==> src/hdl/vrmsc_pkg.sv <==
//==============================================================
// constants and types
//==============================================================
package vrmsc_pkg;
	// timing
	localparam int CLK_PERIOD_NS = 5;
	localparam int BOOT_HOLD_NS  = 50000;
	localparam int BOOT_HOLD_CYC =
		(BOOT_HOLD_NS + CLK_PERIOD_NS - 1) / CLK_PERIOD_NS;
	localparam int HOLD_W        = 20;
	// widths
	localparam int CODE_W        = 7;
	localparam int STEP_W        = 16;
	localparam int DIV_W         = STEP_W + 3;
	localparam int NSTAT         = 4;
	localparam int ADDR_W        = 8;
	// register byte offsets
	localparam logic [ADDR_W-1:0] ADDR_CTRL  = 8'h00;
	localparam logic [ADDR_W-1:0] ADDR_BOOT  = 8'h04;
	localparam logic [ADDR_W-1:0] ADDR_STAT  = 8'h08;
	localparam logic [ADDR_W-1:0] ADDR_MASK  = 8'h0c;
	localparam logic [ADDR_W-1:0] ADDR_STATE = 8'h10;
	// reset values
	localparam logic [STEP_W-1:0] STEP_RST   = 16'h0064;
	localparam logic [CODE_W-1:0] BOOT_RST   = 7'h30;
	localparam logic [CODE_W-1:0] OFF_CODE   = 7'h7f;
	// slew shifts: period = base << shift
	localparam logic [1:0] SH_FULL    = 2'h0;
	localparam logic [1:0] SH_QUARTER = 2'h2;
	localparam logic [1:0] SH_EIGHTH  = 2'h3;
	// status bits
	localparam int ST_BOOT = 0;
	localparam int ST_OFF  = 1;
	localparam int ST_SLOW = 2;
	localparam int ST_OVR  = 3;
	// state register fields
	localparam int STF_SKIP = 3;
	localparam int STF_TWO  = 4;
	localparam int STF_CODE = 8;
	// synchronised pin vector positions
	localparam int P_CODE = 0;
	localparam int P_POWER_DOWN_CTL_N = 7;
	localparam int P_OVR  = 8;
	localparam int P_DSR  = 9;
	localparam int P_DST  = 10;
	localparam int P_PSI  = 11;
	localparam int P_P2S  = 12;
	localparam int P_ZC1  = 13;
	localparam int P_ZC2  = 14;
	localparam int SYNC_W = 15;
	typedef enum logic [2:0] {
		S_OFF   = 3'h0,
		S_START = 3'h1,
		S_BOOT  = 3'h3,
		S_TOVID = 3'h2,
		S_RUN   = 3'h6,
		S_STOP  = 3'h7
	} vrmsc_state_t;
endpackage

==> src/hdl/vrmsc_slew_if.sv <==
`timescale 1ns/100ps
`default_nettype none
//==============================================================
// slew stepper link
//==============================================================
interface vrmsc_slew_if;
	logic       tick;
	logic [6:0] target;
	logic [6:0] current;
	logic       at_target;
	modport ctl  (output tick, output target,
	              input current, input at_target);
	modport ramp (input tick, input target,
	              output current, output at_target);
endinterface
`default_nettype wire

==> src/hdl/vrmsc_slew.sv <==
`timescale 1ns/100ps
`default_nettype none
//==============================================================
// one code step per tick toward the target
//==============================================================
module vrmsc_slew (
	// clock and reset
	input wire logic    pclk,
	input wire logic    presetn,
	// stepper link
	vrmsc_slew_if.ramp  sl
);
	import vrmsc_pkg::*;
	typedef struct packed {
		logic [CODE_W-1:0] cur;
	} vrmsc_slew_st_t;
	vrmsc_slew_st_t st_reg;
	vrmsc_slew_st_t st_next;

	always_comb begin
		st_next = st_reg;
		if (sl.tick) begin
			if (st_reg.cur < sl.target) begin
				st_next.cur = st_reg.cur + 7'h01;
			end else if (st_reg.cur > sl.target) begin
				st_next.cur = st_reg.cur - 7'h01;
			end
		end
	end

	always_ff @(posedge pclk or negedge presetn) begin
		if (!presetn) begin
			st_reg.cur <= OFF_CODE;
		end else begin
			st_reg <= st_next;
		end
	end

	assign sl.current   = st_reg.cur;
	assign sl.at_target = (st_reg.cur == sl.target);
endmodule
`default_nettype wire

==> src/hdl/vrmsc_top.sv <==
`timescale 1ns/100ps
`default_nettype none
module vrmsc_top #(
	parameter int BOOT_HOLD = vrmsc_pkg::BOOT_HOLD_CYC
) (
	// clock and reset
	input  wire logic                          pclk,
	input  wire logic                          presetn,
	// apb slave
	input  wire logic [vrmsc_pkg::ADDR_W-1:0]  paddr,
	input  wire logic                          psel,
	input  wire logic                          penable,
	input  wire logic                          pwrite,
	input  wire logic [31:0]                   pwdata,
	output logic      [31:0]                   prdata,
	output logic                               pready,
	output logic                               pslverr,
	// cpu and system pins
	input  wire logic [vrmsc_pkg::CODE_W-1:0]  voltage_code_in,
	input  wire logic                          power_down_ctl_n,
	input  wire logic                          power_down_override,
	input  wire logic                          deep_sleep_request,
	input  wire logic                          deep_stop_in,
	input  wire logic                          power_state_hint,
	// phase pins and pwm loop
	input  wire logic                          phase2_sense_in,
	input  wire logic                          zero_cross1_in,
	input  wire logic                          zero_cross2_in,
	input  wire logic                          low_req1,
	input  wire logic                          low_req2,
	// control outputs
	output logic [vrmsc_pkg::CODE_W-1:0]       target_code,
	output logic                               regulator_on,
	output logic                               skip_mode,
	output logic                               two_phase,
	output logic                               pgood_upper_en,
	output logic                               overvoltage_protect_en,
	output logic                               undervoltage_protect_en,
	output logic                               fault_latch_clear,
	output logic                               phase_overlap_en,
	output logic                               boost_charge_switch_en,
	output logic                               phase1_low_drive,
	output logic                               phase2_low_drive,
	// interrupt
	output logic                               irq
);
	import vrmsc_pkg::*;

	//==============================================================
	// state
	//==============================================================
	typedef struct packed {
		logic [SYNC_W-1:0] s1;
		logic [SYNC_W-1:0] s2;
		vrmsc_state_t      state;
		logic [DIV_W-1:0]  cnt;
		logic              tick;
		logic [HOLD_W-1:0] hold;
		logic [STEP_W-1:0] step_base;
		logic [CODE_W-1:0] boot_code;
		logic [NSTAT-1:0]  stat;
		logic [NSTAT-1:0]  mask;
		logic [31:0]       rdata;
		logic              perr;
		logic              skip;
		logic              two;
		logic              pg_up;
		logic              overvoltage_protect;
		logic              undervoltage_protect;
		logic              fclr;
		logic              ovl;
		logic              bst;
		logic              dl1;
		logic              dl2;
		logic              zcl1;
		logic              zcl2;
		logic              slow_d;
		logic              ovr_d;
	} vrmsc_st_t;
	vrmsc_st_t st_reg;
	vrmsc_st_t st_next;

	vrmsc_slew_if sl ();

	vrmsc_slew u_slew (
		.pclk    (pclk),
		.presetn (presetn),
		.sl      (sl)
	);

	//==============================================================
	// helpers
	//==============================================================
	function automatic logic addr_ok(input logic [ADDR_W-1:0] a);
		if (a == ADDR_CTRL) begin
			addr_ok = 1'b1;
		end else if (a == ADDR_BOOT) begin
			addr_ok = 1'b1;
		end else if (a == ADDR_STAT) begin
			addr_ok = 1'b1;
		end else if (a == ADDR_MASK) begin
			addr_ok = 1'b1;
		end else if (a == ADDR_STATE) begin
			addr_ok = 1'b1;
		end else begin
			addr_ok = 1'b0;
		end
	endfunction

	function automatic logic [1:0] rate_shift(input vrmsc_state_t s,
	                                          input logic slow);
		case (s)
			S_START, S_STOP: rate_shift = SH_EIGHTH;
			S_TOVID, S_RUN: rate_shift = slow ? SH_QUARTER : SH_FULL;
			default: rate_shift = SH_FULL;
		endcase
	endfunction

	// synchronised pins and derived internal signals
	logic [CODE_W-1:0] code_s;
	logic              power_down_ctl_n_n_s;
	logic              ovr_s;
	logic              dsr_s;
	logic              dst_s;
	logic              psi_s;
	logic              p2s_s;
	logic              zc1_s;
	logic              zc2_s;
	logic              slow;
	logic [1:0]        shift;
	logic [DIV_W-1:0]  period;
	logic              forced;
	logic              wr;
	logic [NSTAT-1:0]  set;
	logic [NSTAT-1:0]  clr;

	assign code_s   = st_reg.s2[P_CODE +: CODE_W];
	assign power_down_ctl_n_n_s = st_reg.s2[P_POWER_DOWN_CTL_N];
	assign ovr_s    = st_reg.s2[P_OVR];
	assign dsr_s    = st_reg.s2[P_DSR];
	assign dst_s    = st_reg.s2[P_DST];
	assign psi_s    = st_reg.s2[P_PSI];
	assign p2s_s    = st_reg.s2[P_P2S];
	assign zc1_s    = st_reg.s2[P_ZC1];
	assign zc2_s    = st_reg.s2[P_ZC2];
	assign slow     = dsr_s & dst_s;
	assign shift    = rate_shift(st_reg.state, slow);
	assign period   = {3'h0, st_reg.step_base} << shift;
	assign forced   = (st_reg.state != S_RUN);
	assign wr       = psel & penable & pwrite;

	//==============================================================
	// next state
	//==============================================================
	always_comb begin
		st_next = st_reg;
		set = '0;
		clr = '0;
		st_next.s1 = {zero_cross2_in, zero_cross1_in, phase2_sense_in,
		              power_state_hint, deep_stop_in, deep_sleep_request,
		              power_down_override, power_down_ctl_n,
		              voltage_code_in};
		st_next.s2 = st_reg.s1;
		st_next.tick = 1'b0;
		// sequencer
		case (st_reg.state)
			S_OFF: begin
				if (power_down_ctl_n_n_s) begin
					st_next.state = S_START;
				end
			end
			S_START: begin
				if (sl.at_target) begin
					st_next.state = S_BOOT;
					st_next.hold = '0;
					set[ST_BOOT] = 1'b1;
				end
			end
			S_BOOT: begin
				if (st_reg.hold >= HOLD_W'(BOOT_HOLD - 1)) begin
					st_next.state = S_TOVID;
				end else begin
					st_next.hold = st_reg.hold + 20'h00001;
				end
			end
			S_TOVID: begin
				if (sl.at_target) begin
					st_next.state = S_RUN;
				end
			end
			S_STOP: begin
				if (sl.at_target) begin
					st_next.state = S_OFF;
					set[ST_OFF] = 1'b1;
				end
			end
			S_RUN: begin
				st_next.state = S_RUN;
			end
			default: begin
				st_next.state = S_OFF;
			end
		endcase
		if (!power_down_ctl_n_n_s && st_reg.state != S_OFF &&
		    st_reg.state != S_STOP) begin
			st_next.state = S_STOP;
		end
		// slew rate divider
		if (st_reg.state == S_OFF || sl.at_target) begin
			st_next.cnt = '0;
		end else if (st_reg.cnt + 19'h00001 >= period) begin
			st_next.cnt = '0;
			st_next.tick = 1'b1;
		end else begin
			st_next.cnt = st_reg.cnt + 19'h00001;
		end
		// operating mode
		st_next.skip = !forced && dsr_s;
		st_next.two = !p2s_s && (forced || (!dsr_s && psi_s));
		st_next.pg_up = !st_next.skip;
		// override condition
		st_next.overvoltage_protect = !ovr_s;
		st_next.undervoltage_protect = !ovr_s;
		st_next.fclr = ovr_s;
		st_next.ovl = !ovr_s;
		st_next.bst = !ovr_s;
		// low-side drives
		st_next.zcl1 = low_req1 && (st_reg.zcl1 || zc1_s);
		st_next.zcl2 = low_req2 && (st_reg.zcl2 || zc2_s);
		st_next.dl1 = low_req1 &&
		              !(st_reg.skip && (st_reg.zcl1 || zc1_s));
		st_next.dl2 = low_req2 && st_reg.two &&
		              !(st_reg.skip && (st_reg.zcl2 || zc2_s));
		// events
		st_next.slow_d = slow;
		st_next.ovr_d = ovr_s;
		set[ST_SLOW] = slow && !st_reg.slow_d;
		set[ST_OVR] = ovr_s && !st_reg.ovr_d;
		// apb write
		if (wr) begin
			if (paddr == ADDR_CTRL) begin
				st_next.step_base = pwdata[STEP_W-1:0];
			end else if (paddr == ADDR_BOOT) begin
				st_next.boot_code = pwdata[CODE_W-1:0];
			end else if (paddr == ADDR_STAT) begin
				clr = pwdata[NSTAT-1:0];
			end else if (paddr == ADDR_MASK) begin
				st_next.mask = pwdata[NSTAT-1:0];
			end
		end
		st_next.stat = (st_reg.stat & ~clr) | set;
		// apb read data prepared in the setup cycle
		if (psel && !penable) begin
			st_next.perr = !addr_ok(paddr) ||
			               (pwrite && paddr == ADDR_STATE);
			st_next.rdata = '0;
			if (!pwrite) begin
				if (paddr == ADDR_CTRL) begin
					st_next.rdata[STEP_W-1:0] = st_reg.step_base;
				end else if (paddr == ADDR_BOOT) begin
					st_next.rdata[CODE_W-1:0] = st_reg.boot_code;
				end else if (paddr == ADDR_STAT) begin
					st_next.rdata[NSTAT-1:0] = st_reg.stat;
				end else if (paddr == ADDR_MASK) begin
					st_next.rdata[NSTAT-1:0] = st_reg.mask;
				end else if (paddr == ADDR_STATE) begin
					st_next.rdata[2:0] = st_reg.state;
					st_next.rdata[STF_SKIP] = st_reg.skip;
					st_next.rdata[STF_TWO] = st_reg.two;
					st_next.rdata[STF_CODE +: CODE_W] = sl.current;
				end
			end
		end
	end

	always_ff @(posedge pclk or negedge presetn) begin
		if (!presetn) begin
			st_reg <= '0;
			st_reg.step_base <= STEP_RST;
			st_reg.boot_code <= BOOT_RST;
			st_reg.pg_up <= 1'b1;
		end else begin
			st_reg <= st_next;
		end
	end

	//==============================================================
	// outputs
	//==============================================================
	always_comb begin
		case (st_reg.state)
			S_OFF, S_STOP: sl.target = OFF_CODE;
			S_START, S_BOOT: sl.target = st_reg.boot_code;
			default: sl.target = code_s;
		endcase
	end
	assign sl.tick                 = st_reg.tick;
	assign target_code             = sl.current;
	assign regulator_on            = (st_reg.state != S_OFF);
	assign skip_mode               = st_reg.skip;
	assign two_phase               = st_reg.two;
	assign pgood_upper_en          = st_reg.pg_up;
	assign overvoltage_protect_en  = st_reg.overvoltage_protect;
	assign undervoltage_protect_en = st_reg.undervoltage_protect;
	assign fault_latch_clear       = st_reg.fclr;
	assign phase_overlap_en        = st_reg.ovl;
	assign boost_charge_switch_en  = st_reg.bst;
	assign phase1_low_drive        = st_reg.dl1;
	assign phase2_low_drive        = st_reg.dl2;
	assign prdata                  = st_reg.rdata;
	assign pslverr                 = st_reg.perr;
	assign pready                  = 1'b1;
	assign irq                     = |(st_reg.stat & st_reg.mask);
endmodule
`default_nettype wire

==> config.mk <==
export PLATFORM = sky130hd
export DESIGN_NAME = vrmsc_top
export DESIGN_NICKNAME = d
export VERILOG_FILES = /design/src/hdl/vrmsc_pkg.sv /design/src/hdl/vrmsc_slew_if.sv /design/src/hdl/vrmsc_slew.sv /design/src/hdl/vrmsc_top.sv
export SDC_FILE = /design/constraint.sdc
export NUM_CORES = 1
export LEC_CHECK = 0
export ABC_AREA = 1
export ABC_CLOCK_PERIOD_IN_PS = 5350
export BUFFER_PORTS_ARGS = -buffer_cell sky130_fd_sc_hd__buf_2
export CORE_ASPECT_RATIO = 0.9
export CORE_MARGIN = 3
export CORE_UTILIZATION = 40
export CTS_CLUSTER_DIAMETER = 80
export CTS_CLUSTER_SIZE = 16
export DETAILED_ROUTE_END_ITERATION = 6
export GPL_TIMING_DRIVEN = 0
export PLACE_DENSITY_LB_ADDON = 0.3
export SLEW_MARGIN = 20
export SYNTH_ARGS = -nofsm -noshare
export SYNTH_HDL_FRONTEND = slang
export SYNTH_SLANG_ARGS = --single-unit
==> constraint.sdc <==
create_clock -name pclk -period 5.35 [get_ports pclk]
set_input_delay 1.605 -clock pclk [delete_from_list [all_inputs] [get_ports pclk]]
set_output_delay 1.605 -clock pclk [all_outputs]
set_load 0.02 [all_outputs]
## After elaboration in Yosys (flattened, before gate mapping)

Cells that the tools add are included.

- Flip-flop bits (word level): 138
- Latch bits: 0
- RAM bits: 0
- Bits in read-only memories: 0
- Input bits: 62
- Output and inout bits: 53
- Word-level logic and storage cells: 158
- Memories: 0

- Add/subtract/negate cells: 4
- Multiply operators: 0
- Divide/modulo/power cells: 0
- $lt $le $gt $ge: 4
- Equality and inequality tests: 19
- Shift-type cells: 1
- Multiplexer cells: 48
- Bitwise logic cells: 10
- Reductions and logical operators: 49

Operators by type and width:

| kind | number |
|---|---|
| 7-bit 2-to-1 mux | 8 |
| 20-bit 2-to-1 mux | 2 |
| 20-bit one-hot mux with 2 select lines | 1 |
| 19-bit 2-to-1 mux | 2 |
| 4-bit 2-to-1 mux | 6 |
| 3-bit != test (second input constant) | 7 |
| 20-bit by 1-bit adder with 20-bit output (second input constant) | 1 |
| 20-bit by 14-bit >= comparator with 1-bit output (second input constant) | 1 |
| 19-bit by 1-bit adder with 19-bit output (second input constant) | 1 |
| 19-bit >= comparator | 1 |
| 16-bit by 2-bit << shifter with 19-bit output | 1 |
| 3-bit 2-to-1 mux | 6 |
| 3-bit one-hot mux with 6 select lines | 1 |
| 8-bit by 4-bit equality test with 1-bit output (second input constant) | 2 |
| 1-bit logical AND | 16 |
| 16-bit 2-to-1 mux | 1 |
| 1-bit 2-to-1 mux | 15 |
| 7-bit one-hot mux with 2 select lines | 1 |
| 1-bit logical NOT | 12 |
| 5-bit 2-to-1 mux | 2 |
| 5-bit AND reduction | 2 |
| 4-bit bitwise AND | 2 |
| 8-bit by 3-bit equality test with 1-bit output (second input constant) | 1 |
| 8-bit by 5-bit equality test with 1-bit output (second input constant) | 1 |
| other kinds (24) | 42 |

## Longest topological paths before layout

Gate-level depths: netlist (run 1).

- Depth after elaboration: 9
- Mapped depth: 19

## Modules after synthesis

Synthesis (run 1) repeated with hierarchy kept, for this count alone.

- Cell total of the unflattened synthesis: 942
- Area total of the unflattened synthesis: 7657.3 sq um

By module, submodules not included:

| module | instances | cells an instance | area each (sq um) | seq. area each (sq um) |
|---|---|---|---|---|
| vrmsc_top | 1 | 836 | 6887.9 | 3285.7 |
| vrmsc_slew | 1 | 106 | 769.5 | 183.9 |

## Worst setup path after synthesis (run 1)

No wires, ideal clock.

- Kind: flip-flop to flip-flop
- Start point: reg st_reg[120] in the netlist's numbering
- End point: reg u_slew.st_reg, in the netlist u_slew.sl.current[6]
- Data arrival time: 2681 ps
- Required time: 5275 ps
- Slack: 2594 ps
- Stages on the path, launching flop included: 17
- Path buffers: 0
- Period minus slack after synthesis: 2756 ps
- Path through: dfrtp_1 or2_4 nand2_1 o22ai_1 ha_1 a21o_1 nor2_1 nand2_1 ha_1 a21oi_1 o21ai_0 a21oi_1 inv_1 nand2_1 nand2_1 nand2_1 nand2_1

- Cells in the longest elaborated chain, start to end: 6
- Elaborated cells on any way between the ends: 12

RTL lines:

| element | line | source |
|---|---|---|
| start: declaration | vrmsc_top.sv:80 | `vrmsc_st_t st_reg;` |
| start signal: assignment | vrmsc_top.sv:283 | `st_reg <= st_next;` |
| 3-bit by 1-bit equality test with 1-bit output, or another cell as far along | vrmsc_top.sv:291 | `case (st_reg.state)` |
| 2-bit OR reduction | vrmsc_top.sv:291 |  |
| 7-bit one-hot mux with 2 select lines * | vrmsc_top.sv:291 |  |
| 7-bit greater-than comparator or 7-bit less-than comparator (tied branches) | vrmsc_slew.sv:25, vrmsc_slew.sv:23 |  |
| 2-bit nonzero test (no source line) | -- |  |
| 2-bit AND reduction (no source line) | -- |  |
| end signal: assignment | vrmsc_slew.sv:35 | `st_reg <= st_next;` |
| end: declaration | vrmsc_slew.sv:17 | `vrmsc_slew_st_t st_reg;` |

Every way passes the cells marked *; elsewhere a longest branch is shown, timed or not.
A chain may end at the register's enable or synchronous reset.

## Worst setup path in the final report (run 1)

- Start point: reg st_reg[120] in the netlist's numbering
- End point: out regulator_on

- Cells in the longest elaborated chain, start to end: 1

RTL lines:

| element | line | source |
|---|---|---|
| 3-bit nonzero test | vrmsc_top.sv:299 | `assign regulator_on = (st_reg.state != S_OFF);` |
| end: declaration | vrmsc_top.sv:33 | `output logic regulator_on,` |

No other way between the ends.

==> results of run 1 <==
==> power breakdown <==
group / switching [mW] / internal [mW]
registers: 0.0650 / 1.12
logic: 0.586 / 0.316
clock network: 0.456 / 0.730
==> through the flow <==
step                       util  cells  worst slack [ns]  total power, mW
final                     0.495   1292              2.02             3.27
after global routing      0.495   1292              1.76             3.49
after CTS                 0.495   1292              2.01             3.29
after detailed placement  0.462   1260              2.16             2.09
after global placement    0.460   1259             0.760             2.07
after floorplan               -    938              2.59             1.84
==> final cells by class <==
| class | count | area (um^2) |
|---|---|---|
| plain buffers | 57 | 375 |
| clock buffers | 20 | 437 |
| clock inverters | 12 | 149 |
| fillers | 1686 | 9100 |
| inverters | 114 | 428 |
| multi-input cells | 629 | 3310 |
| flip-flops and latches | 138 | 3470 |
| well taps | 240 | 300 |
| repair buffers | 82 | 443 |
==> kinds of logic (layout without fill, tap and decap cells) <==
logic type                 count (synthesis)  in the layout  share of synthesized area
AOI/OAI and AO/OA                        163            163                      0.121
xor gates and xnor gates                  19             19                     0.0221
adders and majority gates                 34             34                     0.0575
buffers and inverters                    171            285                      0.107
DFF                                      138            138                      0.461
muxes                                      1              1                    0.00150
other                                      2             17                   0.000997
and+or+nand+nor                          395            395                      0.230
==> critical path, cell delays in order (launching register included) <==
cell     delay, ns
dfrtp_1       0.46
or2_4         0.31
nor2_1        0.22
inv_1         0.13
buf_2         0.18
==> cells in the mapped netlist, types with 2 or more instances <==
library cell / n / area share
nand2_1: 211 / 0.11
dfrtp_1: 125 / 0.42
inv_1: 110 / 0.055
nor2_1: 83 / 0.041
a21oi_1: 62 / 0.041
o21ai_0: 59 / 0.039
nand3_1: 45 / 0.030
buf_4: 37 / 0.037
ha_1: 33 / 0.055
o22ai_1: 18 / 0.015
nand4_1: 16 / 0.013
dfstp_2: 13 / 0.045
xor2_1: 13 / 0.015
buf_2: 12 / 0.0080
nor3_1: 11 / 0.0073
clkbuf_1: 7 / 0.0035
nand2_2: 7 / 0.0058
a22o_1: 6 / 0.0070
nor2_2: 6 / 0.0050
xnor2_1: 6 / 0.0070
a21boi_0: 4 / 0.0040
nor3_2: 4 / 0.0053
inv_2: 3 / 0.0015
nor2_4: 3 / 0.0045
a21o_1: 2 / 0.0020
a32o_1: 2 / 0.0027
and2_1: 2 / 0.0017
conb_1: 2 / 0.0010
o211ai_1: 2 / 0.0020
o21bai_1: 2 / 0.0020
o31ai_1: 2 / 0.0020
or2_2: 2 / 0.0017
==> path summary, 6_finish.rpt <==
| check | from | to | slack [ns] | depth (start not counted) |
|---|---|---|---|---|
| max in group asynchronous | presetn | u_slew.sl.current[5] | 3.49 | 2 |
| min in group asynchronous | presetn | st_next[135] | 1.08 | 1 |
| max reg2reg | st_reg[120] | u_slew.sl.current[6] | 2.15 | 17 |
| min reg2reg | st_next[125] | code_s[4] | 0.35 | 0 |
| max | st_reg[120] | regulator_on | 2.02 | 4 |
| min | st_next[125] | code_s[4] | 0.35 | 0 |
==> metal layers <==
layer	vias to the layer above	GRT usage	wire length, um
li1	3176	-	-
met1	2924	0.258	8570
met2	188	0.286	8100
met3	21	0.0560	1350
met4	0	0.0685	367
met5	-	0	0
==> results.json, run 1 <==
{
  "ys_seq_elements": 138,
  "ctsLongestPathBuffers": 2,
  "drt-pass1-iter-count": 5,
  "critical_path.endpoint_type": "output pin",
  "cts.clk_slew.worst_paths_ns": 0.06,
  "mean_instance_size_in_the_synthesized_netlist_um2": 8.16,
  "route.detailed.vias_per_inst": 4.88,
  "boundaryPins": 115,
  "worst-endpoint-required_ns": 3.74,
  "chipWidth_um": 151,
  "final_cell_area_mm2": 0.00892,
  "timing.final.crit_period_ns": 3.33,
  "initialDrtViolationCount": 421,
  "standby_leakage_power_nw": 4.66,
  "clock_insertion_delay_worst_skew_ns": 0.43,
  "die_h_um": 136,
  "synthesis.yosys.warnings": 0,
  "syn-instance-count": 923,
  "initial_core_util": 0.418,
  "overflow": 0,
  "place_hpwl_um": 14100,
  "detailroute.via_count": 6309,
  "drc_errors": 0,
  "areaGrowthSynthToFinish_pct": 18.4,
  "cts.repair.resized": 0,
  "grtUsageTotal": 0.189,
  "fin_worst_skew_ns": 0.00820,
  "rows": 46,
  "final_nets": 1135,
  "drv_cap": 0,
  "routability_congestion": 0.885,
  "worst_pin_slew_ns": 0.564,
  "outcome": "finished, final reports clean",
  "drt-wirelength-per-cell_um": 14.2,
  "hold-worst-slack_ns": 0.347,
  "slew_limit_fails": 0,
  "final-setup-viol-count": 0,
  "period_share": 0.623,
  "ys_types": 45,
  "antennaDiodeCount": 0,
  "hold_class": "reg2reg",
  "grt_setup_unrepaired": "no",
  "power.density_mw_per_mm2": 367,
  "cts.htree.levels": 4,
  "total_die_area_mm2": 0.0205,
  "criticalPathCategory": "reg2out",
  "async_reset_ff_frac": 1.00,
  "pin_count_of_the_biggest_net_entering_global_routing": 85,
  "post_cts_hold_buffer_count": 0,
  "timing_hold_violations_final": 0,
  "number_of_global_route_vias_before_repair": 5991,
  "critPathLaunchType": "flop",
  "syn_area_mm2": 0.00753,
  "number_of_synthesized_flops_with_an_enable_pin": 0,
  "cts_sinks": 138,
  "layout_common_cells": "nand2_1 (211), dfrtp_1 (125), inv_1 (110)",
  "ir_worst_vdd_uv": 303,
  "port_buffers": 81,
  "detail_route.wirelength_um": 18400,
  "postRouteAntennaNets": 0,
  "cts_made_buffers": 17,
  "post_cts.repair.setup_buffers": 0,
  "final.setup.tns_ns": 0,
  "tritoncts": "done",
  "ys_seq_area_frac": 0.461,
  "largest_register_ffs": 79,
  "placed_area_mm2": 0.00833,
  "worstPathMaxFanout": 6,
  "antenna_found_initial": 0,
  "slew-limit-headroom": 0.624,
  "global_route_wire_length_before_repair_um": 30000,
  "most_common_cell_after_layout_fill_and_taps_aside": "nand2_1",
  "fmaxAchievable_ghz": 0.300,
  "synth_top_flop_cell": "dfrtp_1",
  "clockRootBuffer": "clkbuf_16",
  "proportion_of_layout_cells_with_a_drive_suffix_above_1": 0.195,
  "crit_arrival_ns": 1.73,
  "core_region_area_mm2": 0.0180
}
No activity file was read; power rests on OpenSTA's default activity.
==> inputs of run 2 (changes only) <==
--- a/config.mk
+++ b/config.mk
@@ -6,7 +6,7 @@
 export NUM_CORES = 1
 export LEC_CHECK = 0
 export ABC_AREA = 1
-export ABC_CLOCK_PERIOD_IN_PS = 5350
+export ABC_CLOCK_PERIOD_IN_PS = 2900
 export BUFFER_PORTS_ARGS = -buffer_cell sky130_fd_sc_hd__buf_2
 export CORE_ASPECT_RATIO = 0.9
 export CORE_MARGIN = 3
==> constraint.sdc (replaced) <==
create_clock -name pclk -period 2.9 [get_ports pclk]
set_input_delay 0.87 -clock pclk [delete_from_list [all_inputs] [get_ports pclk]]
set_output_delay 0.87 -clock pclk [all_outputs]
set_load 0.02 [all_outputs]
==> results.json, run 2 (synthesis gave the netlist of run 1 again) <==
{
  "power.density_mw_per_mm2": 682,
  "pre_cts_ws_ns": -0.293,
  "worstPathMaxFanout": 8,
  "overflow": 0,
  "fin_worst_skew_ns": 0.00464,
  "worstRegToRegCells": 19,
  "core_region_area_mm2": 0.0180,
  "timing.final.crit_period_ns": 2.89,
  "worst-endpoint-required_ns": 3.26,
  "cts_made_buffers": 17,
  "r2r-start": "st_reg[118]",
  "detail_route.wirelength_um": 19000,
  "ctsLongestPathBuffers": 2,
  "criticalPathCategory": "reg2reg",
  "critical_path.endpoint_type": "flop",
  "antenna_found_initial": 0,
  "initial_core_util": 0.418,
  "final-setup-viol-count": 0,
  "most_common_cell_after_layout_fill_and_taps_aside": "nand2_1",
  "ir_worst_vdd_uv": 560,
  "clock_insertion_delay_worst_skew_ns": 0.43,
  "outcome": "finished, final reports clean",
  "grtUsageTotal": 0.190,
  "drt-wirelength-per-cell_um": 14.5,
  "routability_congestion": 0.885,
  "hold_class": "in2async",
  "antennaDiodeCount": 0,
  "placed_area_mm2": 0.00833,
  "number_of_global_route_vias_before_repair": 6009,
  "global_route_wire_length_before_repair_um": 30200,
  "rr_endpoint": "st_reg[112]",
  "die_h_um": 136,
  "total_die_area_mm2": 0.0205,
  "clockRootBuffer": "clkbuf_16",
  "cts.htree.levels": 4,
  "proportion_of_layout_cells_with_a_drive_suffix_above_1": 0.239,
  "slew-limit-headroom": 0.618,
  "chipWidth_um": 151,
  "drv_cap": 0,
  "final_nets": 1148,
  "cts_sinks": 138,
  "cts.clk_slew.worst_paths_ns": 0.06,
  "largest_register_ffs": 79,
  "port_buffers": 81,
  "route.detailed.vias_per_inst": 4.93,
  "initialDrtViolationCount": 462,
  "final.setup.worst_slack_ns": 0.00865,
  "boundaryPins": 115,
  "standby_leakage_power_nw": 4.73,
  "drt-pass1-iter-count": 5,
  "tritoncts": "done",
  "regToRegSetupSlack_ns": 0.009,
  "drc_errors": 0,
  "fmaxAchievable_ghz": 0.346,
  "rows": 46,
  "fillers": 1651,
  "period_share": 0.997,
  "final_core_utilization": 0.512,
  "timing_hold_violations_final": 0,
  "pin_count_of_the_biggest_net_entering_global_routing": 85,
  "layout_common_cells": "nand2_1 (206), dfrtp_1 (122), inv_1 (107)",
  "areaGrowthSynthToFinish_pct": 22.4,
  "grt_setup_unrepaired": "yes",
  "final.setup.tns_ns": 0,
  "crit_arrival_ns": 3.25,
  "place_hpwl_um": 14100,
  "worst_pin_slew_ns": 0.574,
  "detailroute.via_count": 6435,
  "final_cell_area_mm2": 0.00922,
  "postRouteAntennaNets": 0,
  "slew_limit_fails": 0,
  "critPathLaunchType": "flop"
}
run 2: critical path, cell delays in order (launching register included):
cell	delay, ns
dfrtp_2	0.46
inv_2	0.11
nor2_4	0.06
nor2_4	0.24
clkinvlp_4	0.27
buf_6	0.17
a21oi_1	0.09
o21ai_1	0.08
o21ai_0	0.08
inv_1	0.09
ha_4	0.22
nand2_2	0.07
nor2_1	0.06
nor3_2	0.13
nand2_1	0.08
nand2_1	0.06
nand4_1	0.16
buf_6	0.20
buf_12	0.12
nor2_4	0.06
run 2: worst max path at each step:
stage	start	end	slack (ns)	cells after the start
6_report	st_reg[118]	st_reg[112]	0.009	19
5_1_grt	st_reg[118]	st_reg[112]	-0.15	19
4_1_cts	st_reg[120]	u_slew.sl.current[6]	0.003	15
3_5_place_dp	st_reg[120]	u_slew.sl.current[6]	-0.29	17
3_3_place_gp	presetn	st_next[121]	-0.96	1
2_1_floorplan	st_reg[120]	u_slew.sl.current[6]	0.14	16
run 2: routing by layer:
layer	wire length, um	vias to the layer above	GRT usage	share of wire
li1	-	3210	-	-
met1	8660	2990	0.259	0.46
met2	8470	210	0.288	0.45
met3	1460	25	0.0560	0.077
met4	375	0	0.0685	0.020
met5	0	-	0	0
run 2: area by class of cell:
cell class              instances  area, um^2  area share
inverters                     114         432      0.0468
flip-flops and latches        138        3470       0.377
plain buffers                  56         388      0.0421
clock inverters                12         149      0.0162
well taps                     240         300      0.0326
multi-input cells             629        3470       0.377
repair buffers                 96         564      0.0612
clock buffers                  20         437      0.0474
run 2: power breakdown:
| group | total, mW | internal, mW | switching (mW) |
|---|---|---|---|
| clock network | 2.19 | 1.35 | 0.841 |
| logic | 1.92 | 0.724 | 1.19 |
| registers | 2.18 | 2.07 | 0.119 |
run 2: timing repair:
action,4_1_cts,5_1_grt
hold buffers,0,0
pin swaps,2,6
cloned,0,1
setup endpoints to repair,24,33
setup buffers,2,11
gates resized for setup,11,48
run 2: metrics by stage:
stage	instances	total power, mW	hold slack, ns
after floorplan	938	3.40	0.331
after global placement	1259	3.81	0.332
after detailed placement	1260	3.86	0.335
after CTS	1294	6.08	0.348
after global routing	1305	6.69	0.356
final	1305	6.29	0.347
